--- src/lfr_params.svh ---
// register offsets, field positions and reset values for the lin frame block
`ifndef LFR_PARAMS_SVH
`define LFR_PARAMS_SVH

`define LFR_OFS_CTRL      8'h00
`define LFR_OFS_STATUS    8'h04
`define LFR_OFS_INTEN     8'h08
`define LFR_OFS_ERROR     8'h0c
`define LFR_OFS_BITTIME   8'h10
`define LFR_OFS_BAUD_LO   8'h14
`define LFR_OFS_BAUD_HI   8'h18
`define LFR_OFS_LENGTH    8'h1c
`define LFR_OFS_IDENT     8'h20
`define LFR_OFS_BUFSEL    8'h24
`define LFR_OFS_DATA      8'h28
`define LFR_OFS_DECODE    8'h2c

`define LFR_CTRL_SWRES    7
`define LFR_CTRL_LEGACY   3
`define LFR_CTRL_UART     2

`define LFR_RST_ZERO      8'h00
`define LFR_RST_BITTIME   8'h20
`define LFR_RST_IDENT     8'h80

`define LFR_LEN_MAX       4'h8

`endif

--- src/lfr_pkg.sv ---
// types shared by the lin frame block
package lfr_pkg;
    typedef enum logic [1:0] {
        LFR_WR_IDLE,
        LFR_WR_RESP
    } lfr_wr_state_t;

    typedef enum logic {
        LFR_CK_ENHANCED,
        LFR_CK_CLASSIC
    } lfr_cksum_t;
endpackage
--- src/lfr_core.sv ---
// lin/uart reset handling, protocol select, length and identifier fields
`timescale 1ns/100ps
`include "lfr_params.svh"

// What this block does
// - core reset returns whole controller to reset
// - self-clearing soft reset bit, partial reset only
// - either reset zeroes control, status, error, length, data
// - soft reset clears interrupt-enable low nibble only
// - soft reset keeps baud bytes, high nibble undefined
// - soft reset clears buffer-select low nibble only
// - protocol bit: 0 lin 2.1, 1 lin 1.3
// - enhanced checksum 2.1, classic checksum 1.3
// - protocol bit ignored in uart mode
// - tx byte count from length 7:4, max 8
// - rx byte count from length 3:0, max 8
// - uart mode ignores length and identifier fields
// - parity bit 6 is xor of id 4,2,1,0
// - parity bit 7 is inverted xor id 1,3,4,5
// - lin 1.3 length code 00/01=2, 10=4, 11=8
// - lin 1.3 identifier is bits 3:0
// - lin 2.1 identifier is bits 5:0, no length
module lfr_core (
    input  wire logic        i_mclk,
    input  wire logic        i_rst,
    input  wire logic [7:0]  i_awaddr,
    input  wire logic        i_awvalid,
    output logic             o_awready,
    input  wire logic [31:0] i_wdata,
    input  wire logic [3:0]  i_wstrb,
    input  wire logic        i_wvalid,
    output logic             o_wready,
    output logic [1:0]       o_bresp,
    output logic             o_bvalid,
    input  wire logic        i_bready,
    input  wire logic [7:0]  i_araddr,
    input  wire logic        i_arvalid,
    output logic             o_arready,
    output logic [31:0]      o_rdata,
    output logic [1:0]       o_rresp,
    output logic             o_rvalid,
    input  wire logic        i_rready,
    output logic [3:0]       o_tx_len,
    output logic [3:0]       o_rx_len,
    output logic [5:0]       o_frame_id,
    output logic             o_lin_mode,
    output logic             o_cksum_classic
);

    // clamp a length field to eight bytes
    function automatic logic [3:0] lfr_clamp(input logic [3:0] v);
        lfr_clamp = (v > `LFR_LEN_MAX) ? `LFR_LEN_MAX : v;
    endfunction

    // decode a word address; unmapped answers with slverr
    function automatic logic lfr_mapped(input logic [7:0] a);
        lfr_mapped = (a[1:0] == 2'h0) && (a <= `LFR_OFS_DECODE);
    endfunction

    logic [7:0]  controller_control_reg_r;
    logic [7:0]  status_interrupt_reg_r;
    logic [7:0]  interrupt_enable_reg_r;
    logic [7:0]  error_reg_r;
    logic [7:0]  bit_timing_reg_r;
    logic [7:0]  baud_divisor_low_r;
    logic [7:0]  baud_divisor_high_r;
    logic [7:0]  frame_length_control_r;
    logic [5:0]  id_value_r;
    logic [7:0]  buffer_select_reg_r;
    logic [7:0]  data_window_reg_r;
    logic [7:0]  awaddr_r;
    logic [31:0] wdata_r;
    logic [3:0]  wstrb_r;
    logic        aw_held_r;
    logic        w_held_r;
    logic        soft_reset_bit;
    logic        wr_go;
    logic        wr_hit;
    logic        wr_ctrl;
    logic        wr_inten;
    logic        wr_bittime;
    logic        wr_baud_lo;
    logic        wr_baud_hi;
    logic        wr_length;
    logic        wr_ident;
    logic        wr_bufsel;
    logic        wr_data;
    logic [7:0]  wbyte;
    logic        legacy_protocol_select;
    logic        uart_mode;
    logic [1:0]  id_parity_bits;
    logic [1:0]  legacy_length_code;
    logic [3:0]  legacy_len;
    logic [7:0]  ident_read;
    logic [3:0]  tx_byte_count;
    logic [3:0]  rx_byte_count;
    logic [31:0] rd_word;
    lfr_pkg::lfr_cksum_t cksum_kind;
    lfr_pkg::lfr_wr_state_t wr_state_r;

    // address and data accepted in either order, one write at a time
    assign o_awready = !aw_held_r && !o_bvalid;
    assign o_wready  = !w_held_r && !o_bvalid;
    assign wr_go     = aw_held_r && w_held_r && !o_bvalid;
    assign wr_hit    = wr_go && wstrb_r[0] && lfr_mapped(awaddr_r);
    assign wbyte     = wdata_r[7:0];

    // soft reset fires for the cycle the bit is written as one
    assign soft_reset_bit = wr_hit && (awaddr_r == `LFR_OFS_CTRL)
                            && wbyte[`LFR_CTRL_SWRES];

    // one strobe per writable register, so each write condition lives in one place
    assign wr_ctrl    = wr_hit && (awaddr_r == `LFR_OFS_CTRL);
    assign wr_inten   = wr_hit && (awaddr_r == `LFR_OFS_INTEN);
    assign wr_bittime = wr_hit && (awaddr_r == `LFR_OFS_BITTIME);
    assign wr_baud_lo = wr_hit && (awaddr_r == `LFR_OFS_BAUD_LO);
    assign wr_baud_hi = wr_hit && (awaddr_r == `LFR_OFS_BAUD_HI);
    assign wr_length  = wr_hit && (awaddr_r == `LFR_OFS_LENGTH);
    assign wr_ident   = wr_hit && (awaddr_r == `LFR_OFS_IDENT);
    assign wr_bufsel  = wr_hit && (awaddr_r == `LFR_OFS_BUFSEL);
    assign wr_data    = wr_hit && (awaddr_r == `LFR_OFS_DATA);

    always_ff @(posedge i_mclk or posedge i_rst) begin
        if (i_rst) begin
            awaddr_r  <= 8'h00;
            aw_held_r <= 1'b0;
        end else if (i_awvalid && o_awready) begin
            awaddr_r  <= i_awaddr;
            aw_held_r <= 1'b1;
        end else if (wr_go) begin
            aw_held_r <= 1'b0;
        end
    end

    always_ff @(posedge i_mclk or posedge i_rst) begin
        if (i_rst) begin
            wdata_r  <= 32'h0000_0000;
            wstrb_r  <= 4'h0;
            w_held_r <= 1'b0;
        end else if (i_wvalid && o_wready) begin
            wdata_r  <= i_wdata;
            wstrb_r  <= i_wstrb;
            w_held_r <= 1'b1;
        end else if (wr_go) begin
            w_held_r <= 1'b0;
        end
    end

    // write answer phase; bvalid is the response state itself
    always_ff @(posedge i_mclk or posedge i_rst) begin
        if (i_rst) begin
            wr_state_r <= lfr_pkg::LFR_WR_IDLE;
        end else begin
            unique case (wr_state_r)
                lfr_pkg::LFR_WR_IDLE: begin
                    if (wr_go) begin
                        wr_state_r <= lfr_pkg::LFR_WR_RESP;
                    end
                end
                lfr_pkg::LFR_WR_RESP: begin
                    if (i_bready) begin
                        wr_state_r <= lfr_pkg::LFR_WR_IDLE;
                    end
                end
                // two codes of the state word are unused; recover to idle
                default: wr_state_r <= lfr_pkg::LFR_WR_IDLE;
            endcase
        end
    end
    assign o_bvalid = (wr_state_r == lfr_pkg::LFR_WR_RESP);

    // write response code, okay for mapped, slverr otherwise
    always_ff @(posedge i_mclk or posedge i_rst) begin
        if (i_rst) begin
            o_bresp <= 2'h0;
        end else if (wr_go) begin
            o_bresp <= lfr_mapped(awaddr_r) ? 2'h0 : 2'h2;
        end
    end

    // control: soft reset bit never stored, so it reads back zero
    always_ff @(posedge i_mclk or posedge i_rst) begin
        if (i_rst) begin
            controller_control_reg_r <= `LFR_RST_ZERO;
        end else if (soft_reset_bit) begin
            controller_control_reg_r <= `LFR_RST_ZERO;
        end else if (wr_ctrl) begin
            controller_control_reg_r <= wbyte & 8'h7f;
        end
    end

    // status, error and data clear on both resets
    always_ff @(posedge i_mclk or posedge i_rst) begin
        if (i_rst) begin
            status_interrupt_reg_r <= `LFR_RST_ZERO;
            error_reg_r            <= `LFR_RST_ZERO;
            data_window_reg_r      <= `LFR_RST_ZERO;
        end else if (soft_reset_bit) begin
            status_interrupt_reg_r <= `LFR_RST_ZERO;
            error_reg_r            <= `LFR_RST_ZERO;
            data_window_reg_r      <= `LFR_RST_ZERO;
        end else if (wr_data) begin
            data_window_reg_r <= wbyte;
        end
    end

    // length register, cleared by both resets
    always_ff @(posedge i_mclk or posedge i_rst) begin
        if (i_rst) begin
            frame_length_control_r <= `LFR_RST_ZERO;
        end else if (soft_reset_bit) begin
            frame_length_control_r <= `LFR_RST_ZERO;
        end else if (wr_length) begin
            frame_length_control_r <= wbyte;
        end
    end

    // interrupt enable: upper nibble left as is, its value is undefined
    always_ff @(posedge i_mclk or posedge i_rst) begin
        if (i_rst) begin
            interrupt_enable_reg_r <= `LFR_RST_ZERO;
        end else if (soft_reset_bit) begin
            interrupt_enable_reg_r[3:0] <= 4'h0;
        end else if (wr_inten) begin
            interrupt_enable_reg_r <= wbyte;
        end
    end

    // bit timing back to its default on both resets
    always_ff @(posedge i_mclk or posedge i_rst) begin
        if (i_rst) begin
            bit_timing_reg_r <= `LFR_RST_BITTIME;
        end else if (soft_reset_bit) begin
            bit_timing_reg_r <= `LFR_RST_BITTIME;
        end else if (wr_bittime) begin
            bit_timing_reg_r <= wbyte;
        end
    end

    // baud divisor survives soft reset so the link rate is kept
    always_ff @(posedge i_mclk or posedge i_rst) begin
        if (i_rst) begin
            baud_divisor_low_r  <= `LFR_RST_ZERO;
            baud_divisor_high_r <= `LFR_RST_ZERO;
        end else if (soft_reset_bit) begin
            baud_divisor_low_r  <= baud_divisor_low_r;
        end else if (wr_baud_lo) begin
            baud_divisor_low_r  <= wbyte;
        end else if (wr_baud_hi) begin
            baud_divisor_high_r <= wbyte;
        end
    end

    // buffer select: low nibble cleared by soft reset
    always_ff @(posedge i_mclk or posedge i_rst) begin
        if (i_rst) begin
            buffer_select_reg_r <= `LFR_RST_ZERO;
        end else if (soft_reset_bit) begin
            buffer_select_reg_r[3:0] <= 4'h0;
        end else if (wr_bufsel) begin
            buffer_select_reg_r <= wbyte;
        end
    end

    // identifier: only six bits stored, parity computed on read
    always_ff @(posedge i_mclk or posedge i_rst) begin
        if (i_rst) begin
            id_value_r <= 6'h00;
        end else if (soft_reset_bit) begin
            id_value_r <= 6'h00;
        end else if (wr_ident) begin
            id_value_r <= wbyte[5:0];
        end
    end

    // protocol and mode decode
    assign uart_mode              = controller_control_reg_r[`LFR_CTRL_UART];
    assign legacy_protocol_select =
        controller_control_reg_r[`LFR_CTRL_LEGACY];
    // uart commands never look at the protocol bit
    assign cksum_kind = (!uart_mode && legacy_protocol_select)
                        ? lfr_pkg::LFR_CK_CLASSIC
                        : lfr_pkg::LFR_CK_ENHANCED;

    // parity over the six identifier bits
    assign id_parity_bits[0] = id_value_r[4] ^ id_value_r[2]
                             ^ id_value_r[1] ^ id_value_r[0];
    assign id_parity_bits[1] = ~(id_value_r[1] ^ id_value_r[3]
                             ^ id_value_r[4] ^ id_value_r[5]);
    // in uart mode the parity field is unused and reads zero
    assign ident_read = uart_mode ? {2'h0, id_value_r}
                        : {id_parity_bits, id_value_r};

    // legacy length code from identifier bits 5:4
    assign legacy_length_code = id_value_r[5:4];
    always_comb begin
        unique case (legacy_length_code)
            2'h0, 2'h1: legacy_len = 4'h2;
            2'h2:       legacy_len = 4'h4;
            2'h3:       legacy_len = 4'h8;
        endcase
    end

    // clamped byte counts from the length register
    assign tx_byte_count = lfr_clamp(frame_length_control_r[7:4]);
    assign rx_byte_count = lfr_clamp(frame_length_control_r[3:0]);

    // frame fields registered toward the tx and rx services
    always_ff @(posedge i_mclk or posedge i_rst) begin
        if (i_rst) begin
            o_tx_len        <= 4'h0;
            o_rx_len        <= 4'h0;
            o_frame_id      <= 6'h00;
            o_lin_mode      <= 1'b1;
            o_cksum_classic <= 1'b0;
        end else if (uart_mode) begin
            o_tx_len        <= 4'h0;
            o_rx_len        <= 4'h0;
            o_frame_id      <= 6'h00;
            o_lin_mode      <= 1'b0;
            o_cksum_classic <= 1'b0;
        end else if (legacy_protocol_select) begin
            o_tx_len        <= tx_byte_count;
            o_rx_len        <= rx_byte_count;
            o_frame_id      <= {2'h0, id_value_r[3:0]};
            o_lin_mode      <= 1'b1;
            o_cksum_classic <= cksum_kind == lfr_pkg::LFR_CK_CLASSIC;
        end else begin
            o_tx_len        <= tx_byte_count;
            o_rx_len        <= rx_byte_count;
            o_frame_id      <= id_value_r;
            o_lin_mode      <= 1'b1;
            o_cksum_classic <= cksum_kind == lfr_pkg::LFR_CK_CLASSIC;
        end
    end

    // read mux
    always_comb begin
        rd_word = 32'h0000_0000;
        unique case (i_araddr)
            `LFR_OFS_CTRL:    rd_word[7:0] = controller_control_reg_r;
            `LFR_OFS_STATUS:  rd_word[7:0] = status_interrupt_reg_r;
            `LFR_OFS_INTEN:   rd_word[7:0] = interrupt_enable_reg_r;
            `LFR_OFS_ERROR:   rd_word[7:0] = error_reg_r;
            `LFR_OFS_BITTIME: rd_word[7:0] = bit_timing_reg_r;
            `LFR_OFS_BAUD_LO: rd_word[7:0] = baud_divisor_low_r;
            `LFR_OFS_BAUD_HI: rd_word[7:0] = baud_divisor_high_r;
            `LFR_OFS_LENGTH:  rd_word[7:0] = frame_length_control_r;
            `LFR_OFS_IDENT:   rd_word[7:0] = ident_read;
            `LFR_OFS_BUFSEL:  rd_word[7:0] = buffer_select_reg_r;
            `LFR_OFS_DATA:    rd_word[7:0] = data_window_reg_r;
            `LFR_OFS_DECODE:  rd_word[15:0] = {legacy_len, o_frame_id,
                                               o_cksum_classic,
                                               o_lin_mode, 4'h0};
            default:          rd_word = 32'h0000_0000;
        endcase
    end

    // read channel, one read at a time
    assign o_arready = !o_rvalid;
    always_ff @(posedge i_mclk or posedge i_rst) begin
        if (i_rst) begin
            o_rvalid <= 1'b0;
            o_rdata  <= 32'h0000_0000;
            o_rresp  <= 2'h0;
        end else if (i_arvalid && o_arready) begin
            o_rvalid <= 1'b1;
            o_rdata  <= rd_word;
            o_rresp  <= lfr_mapped(i_araddr) ? 2'h0 : 2'h2;
        end else if (i_rready) begin
            o_rvalid <= 1'b0;
        end
    end

endmodule

--- config.mk ---
export PLATFORM = sky130hd
export DESIGN_NAME = lfr_core
export DESIGN_NICKNAME = d
export VERILOG_FILES = /design/src/lfr_pkg.sv /design/src/lfr_core.sv
export VERILOG_INCLUDE_DIRS = /design/src /design/src/src
export SDC_FILE = /design/constraint.sdc
export NUM_CORES = 1
export LEC_CHECK = 0
export BUFFER_PORTS_ARGS = -buffer_cell sky130_fd_sc_hd__buf_2
export CORE_ASPECT_RATIO = 0.5
export CORE_UTILIZATION = 55
export DETAILED_ROUTE_END_ITERATION = 6
export GPL_ROUTABILITY_DRIVEN = 0
export PLACE_DENSITY = 0.84
export SYNTH_ARGS = -nofsm -noshare
export SYNTH_HDL_FRONTEND = slang
export SYNTH_SLANG_ARGS = --single-unit
--- constraint.sdc ---
create_clock -name i_mclk -period 4.9 [get_ports i_mclk]
set_input_delay 0.49 -clock i_mclk [delete_from_list [all_inputs] [get_ports i_mclk]]
set_output_delay 0.49 -clock i_mclk [all_outputs]
set_load 0.01 [all_outputs]
==> out/summary.txt <==
power density over the cells - 451.1 nW/µm²
switching pwr - 0.0008716 W
outcome - finished with violations
Die Ht - 74.55 µm
crit path to - buffer_select_reg_r[2]$_DFFE_PP0P_
layout cells sized above 1 - 27.09%
post-synthesis xor/xnor area fraction - 0.7564%
Worst Skew - 0.006311 ns
failing checks - DRC
Core Region - 10,210 µm²
crit share post-route - 63.92%
critical path startpoint category - flip-flop
Root Driver - clkbuf_16
wire length per cell - 19.96 µm
Seq pwr share - 44.2%
Synthesis Warnings - 0
max_cap viols - 0
post-synthesis area per instance - 10.92 µm²
maximum VDD drop - 339.3 µV
layout net count - 645
worst stage delay on the critical path - 0.61 ns
sequential area share after synthesis - 53.21%
Synth Area in Adders - 0%
Initial Util - 56.68%
simple-gate share of the synthesized area - 14.89%
worst r2r src - awaddr_r[0]$_DFFE_PP0P_
commonest cells in the netlist - dfrtp_1, nand2_1, mux2_2
Yosys top cell by area - dfrtp_1
Mapped Cells - 530
critical path type - reg -> reg
latest clock arrival within the worst-skew pair - 0.41 ns
final wirelength - 14,730 µm
vias - 4,547
Worst-path clk slew - 0.06 ns
Area Growth Syn to Fin - 15.93%
largest net degree at the start of global routing - 83
HP Start - i_rready
DR vias/cell - 6.161
vias in the first global route - 4,149
chain of cells forming the critical path - or3b_2, nor3_1, nand3_1, nor2_2, buf_4, o31ai_1
TritonCTS Buffers - 17
Mapped Area - 5789 µm²
Resize count post-CTS - 0
crit path launch - awaddr_r[0]$_DFFE_PP0P_
Synth Register Bits - 123
postcts setup bufs - 0
Critical Path AT - 3.39 ns
minimum clock period - 3.132 ns
Initial DRC Count - 605
R2R depth - 6
CTS Sinks - 123
TritonCTS clock tree - yes
slew of the pin with the lowest slew margin - 1.048 ns
main combinational cell family by area after synthesis - multiplexers
slowest cell on the critical path - nand3_1
Routed Antenna Nets - 0
Post-route DRC - 4
number of distinct library cells after synthesis - 52
Peak Freq - 319.3 MHz
CP Data Required Time - 5.16 ns
total power - 0.003027 W
Async SR Flop Fraction - 100.0%
Compound-Gate Fraction of Synth Area - 10.05%
first-pass GRT wire length - 22,660 µm
largest cells by area after synthesis - dfrtp_1, mux2_2, mux2i_1
initial antenna violation count - 0
number of synthesized flops with an enable pin - 0
# H-tree levels - 4
Initial DRT Pass Iterations - 7
CP endpoint kind - flip-flop
LEAKAGE - 3.276 nW
dpl hpwl - 9270 µm
Sw Ratio - 28.79%
Die Span X - 147.1 µm
Logic pwr share - 12.6%
Hold Crit Class - in -> reg
RSZ-0062 raised after global routing - no
Slew HR - 29.17%
standard-cell rows - 26
diodes inserted - 0
power share of the clock group - 43.3%
cell with the most instances after synthesis - dfrtp_1
area fraction of the dominant cell type after synthesis - 52.30%
Final setup violation count - 0
Setup TNS - 0 ns
full die area - 10,970 µm²
FF-to-FF End - buffer_select_reg_r[2]$_DFFE_PP0P_
Overflow after GRT - 0
Pint - 0.002156 W
reg2reg setup slack - 1.77 ns
Critical Path Fanout Max - 28
clock buffer depth - 2
Slew Viols, Final - 0
Port Buffers - 69
Main synth FF type - dfrtp_1
Final Hold Viols - 0
total I/O pin count - 116
multiplexer share of the synthesized area - 15.43%
GR Util All Layers - 28.37%
cts-stage hold buffer count - 0
[layer usage]
| layer | GRT usage, % | vias up | routed length (µm) | share of wire (%) |
|---|---|---|---|---|
| met5 | 0 | - | 0 | 0 |
| met4 | 15.81 | 0 | 553 | 3.8 |
| met3 | 5.706 | 67 | 1572 | 11 |
| met2 | 43.61 | 319 | 6392 | 43 |
| met1 | 38.62 | 2204 | 6213 | 42 |
| li1 | - | 1957 | - | - |
[final cells by class]
| type | count | area, µm² |
|---|---|---|
| fillers | 749 | 3503 |
| clock buffers | 19 | 442.9 |
| flip-flops and latches | 123 | 3080 |
| well taps | 140 | 175.2 |
| clock inverters | 12 | 171.4 |
| repair buffers | 71 | 360.3 |
| inverters | 7 | 28.78 |
| multi-input cells | 366 | 2452 |
[cell families (layout without fill, tap and decap cells)]
| kind of cell | after synthesis | in the layout |
|---|---|---|
| DFF | 123 | 123 |
| buffers and inverters | 59 | 109 |
| and+or+nand+nor | 170 | 170 |
| other | 1 | 19 |
| xor gates and xnor gates | 5 | 5 |
| muxes | 83 | 83 |
| AOI/OAI and AO/OA | 89 | 89 |
[cell usage in the layout (no fill, tap or decap), types with 5 or more instances in the layout]
cell,synthesis,layout
and2_1,10,10
dfrtp_1,121,121
inv_1,7,6
clkbuf_16,0,17
conb_1,1,19
nor2b_1,11,11
nor3b_1,5,5
nand3_1,8,8
a21oi_1,12,12
nand2b_1,7,7
o21ai_0,33,33
a22o_1,7,7
a22oi_1,8,8
mux2i_1,33,33
buf_2,7,69
nor3_1,8,8
o31ai_1,5,5
mux2_2,50,50
nand2_1,57,57
nor2_1,37,37
[critical path, delay by kind of cell, from the launching register on]
family | cells | cell delay [ns]
simple gates | 4 | 2.06
compound gates | 1 | 0.13
buf+inv | 1 | 0.41
flops | 1 | 0.39
[state kept, by name, indices dropped and copies added (netlist names), 6 cells and up]
signal and count:
wdata_r 8, frame_length_control_r 8, controller_control_reg_r 7, o_rdata 15, buffer_select_reg_r 8, o_frame_id 6, baud_divisor_high_r 8, baud_divisor_low_r 8
awaddr_r 8, bit_timing_reg_r 8, id_value_r 6, data_window_reg_r 8, interrupt_enable_reg_r 8
[metrics by stage]
stage / hold slack [ns] / cell area (µm²) / instances / worst slack [ns] / util, %
after floorplan: 0.4390 / 5857 / 548 / 1.142 / -
after global placement: 0.4586 / 6097 / 707 / 1.881 / 59.69
after detailed placement: 0.4691 / 6097 / 707 / 1.842 / 59.69
after CTS: 0.2483 / 6711 / 738 / 1.801 / 65.70
after global routing: 0.2560 / 6711 / 738 / 1.471 / 65.70
final: 0.2562 / 6711 / 738 / 1.768 / 65.70
[power groups by stage]
stage	Clock, W	Combinational, W	Sequential (W)
global route	0.00137	0.000417	0.00135
finish	0.00131	0.000380	0.00134
global placement	0	0.000360	0.00134
detailed placement	0	0.000376	0.00134
floorplan	0	0.000355	0.00121
CTS	0.00132	0.000378	0.00132
[worst min path at each step]
stage | end | slack (ns) | depth (start not counted)
2_1_floorplan | o_lin_mode$_DFF_PP1_ | 0.44 | 1
3_3_place_gp | controller_control_reg_r[6]$_DFFE_PP0P_ | 0.46 | 2
3_5_place_dp | o_rdata[7]$_DFFE_PP0P_ | 0.47 | 2
4_1_cts | wr_state_r[0]$_DFFE_PP0P_ | 0.25 | 2
5_1_grt | wr_state_r[0]$_DFFE_PP0P_ | 0.26 | 2
6_report | o_rvalid$_DFFE_PP0P_ | 0.26 | 2
Power figures use the tool's default switching activity.
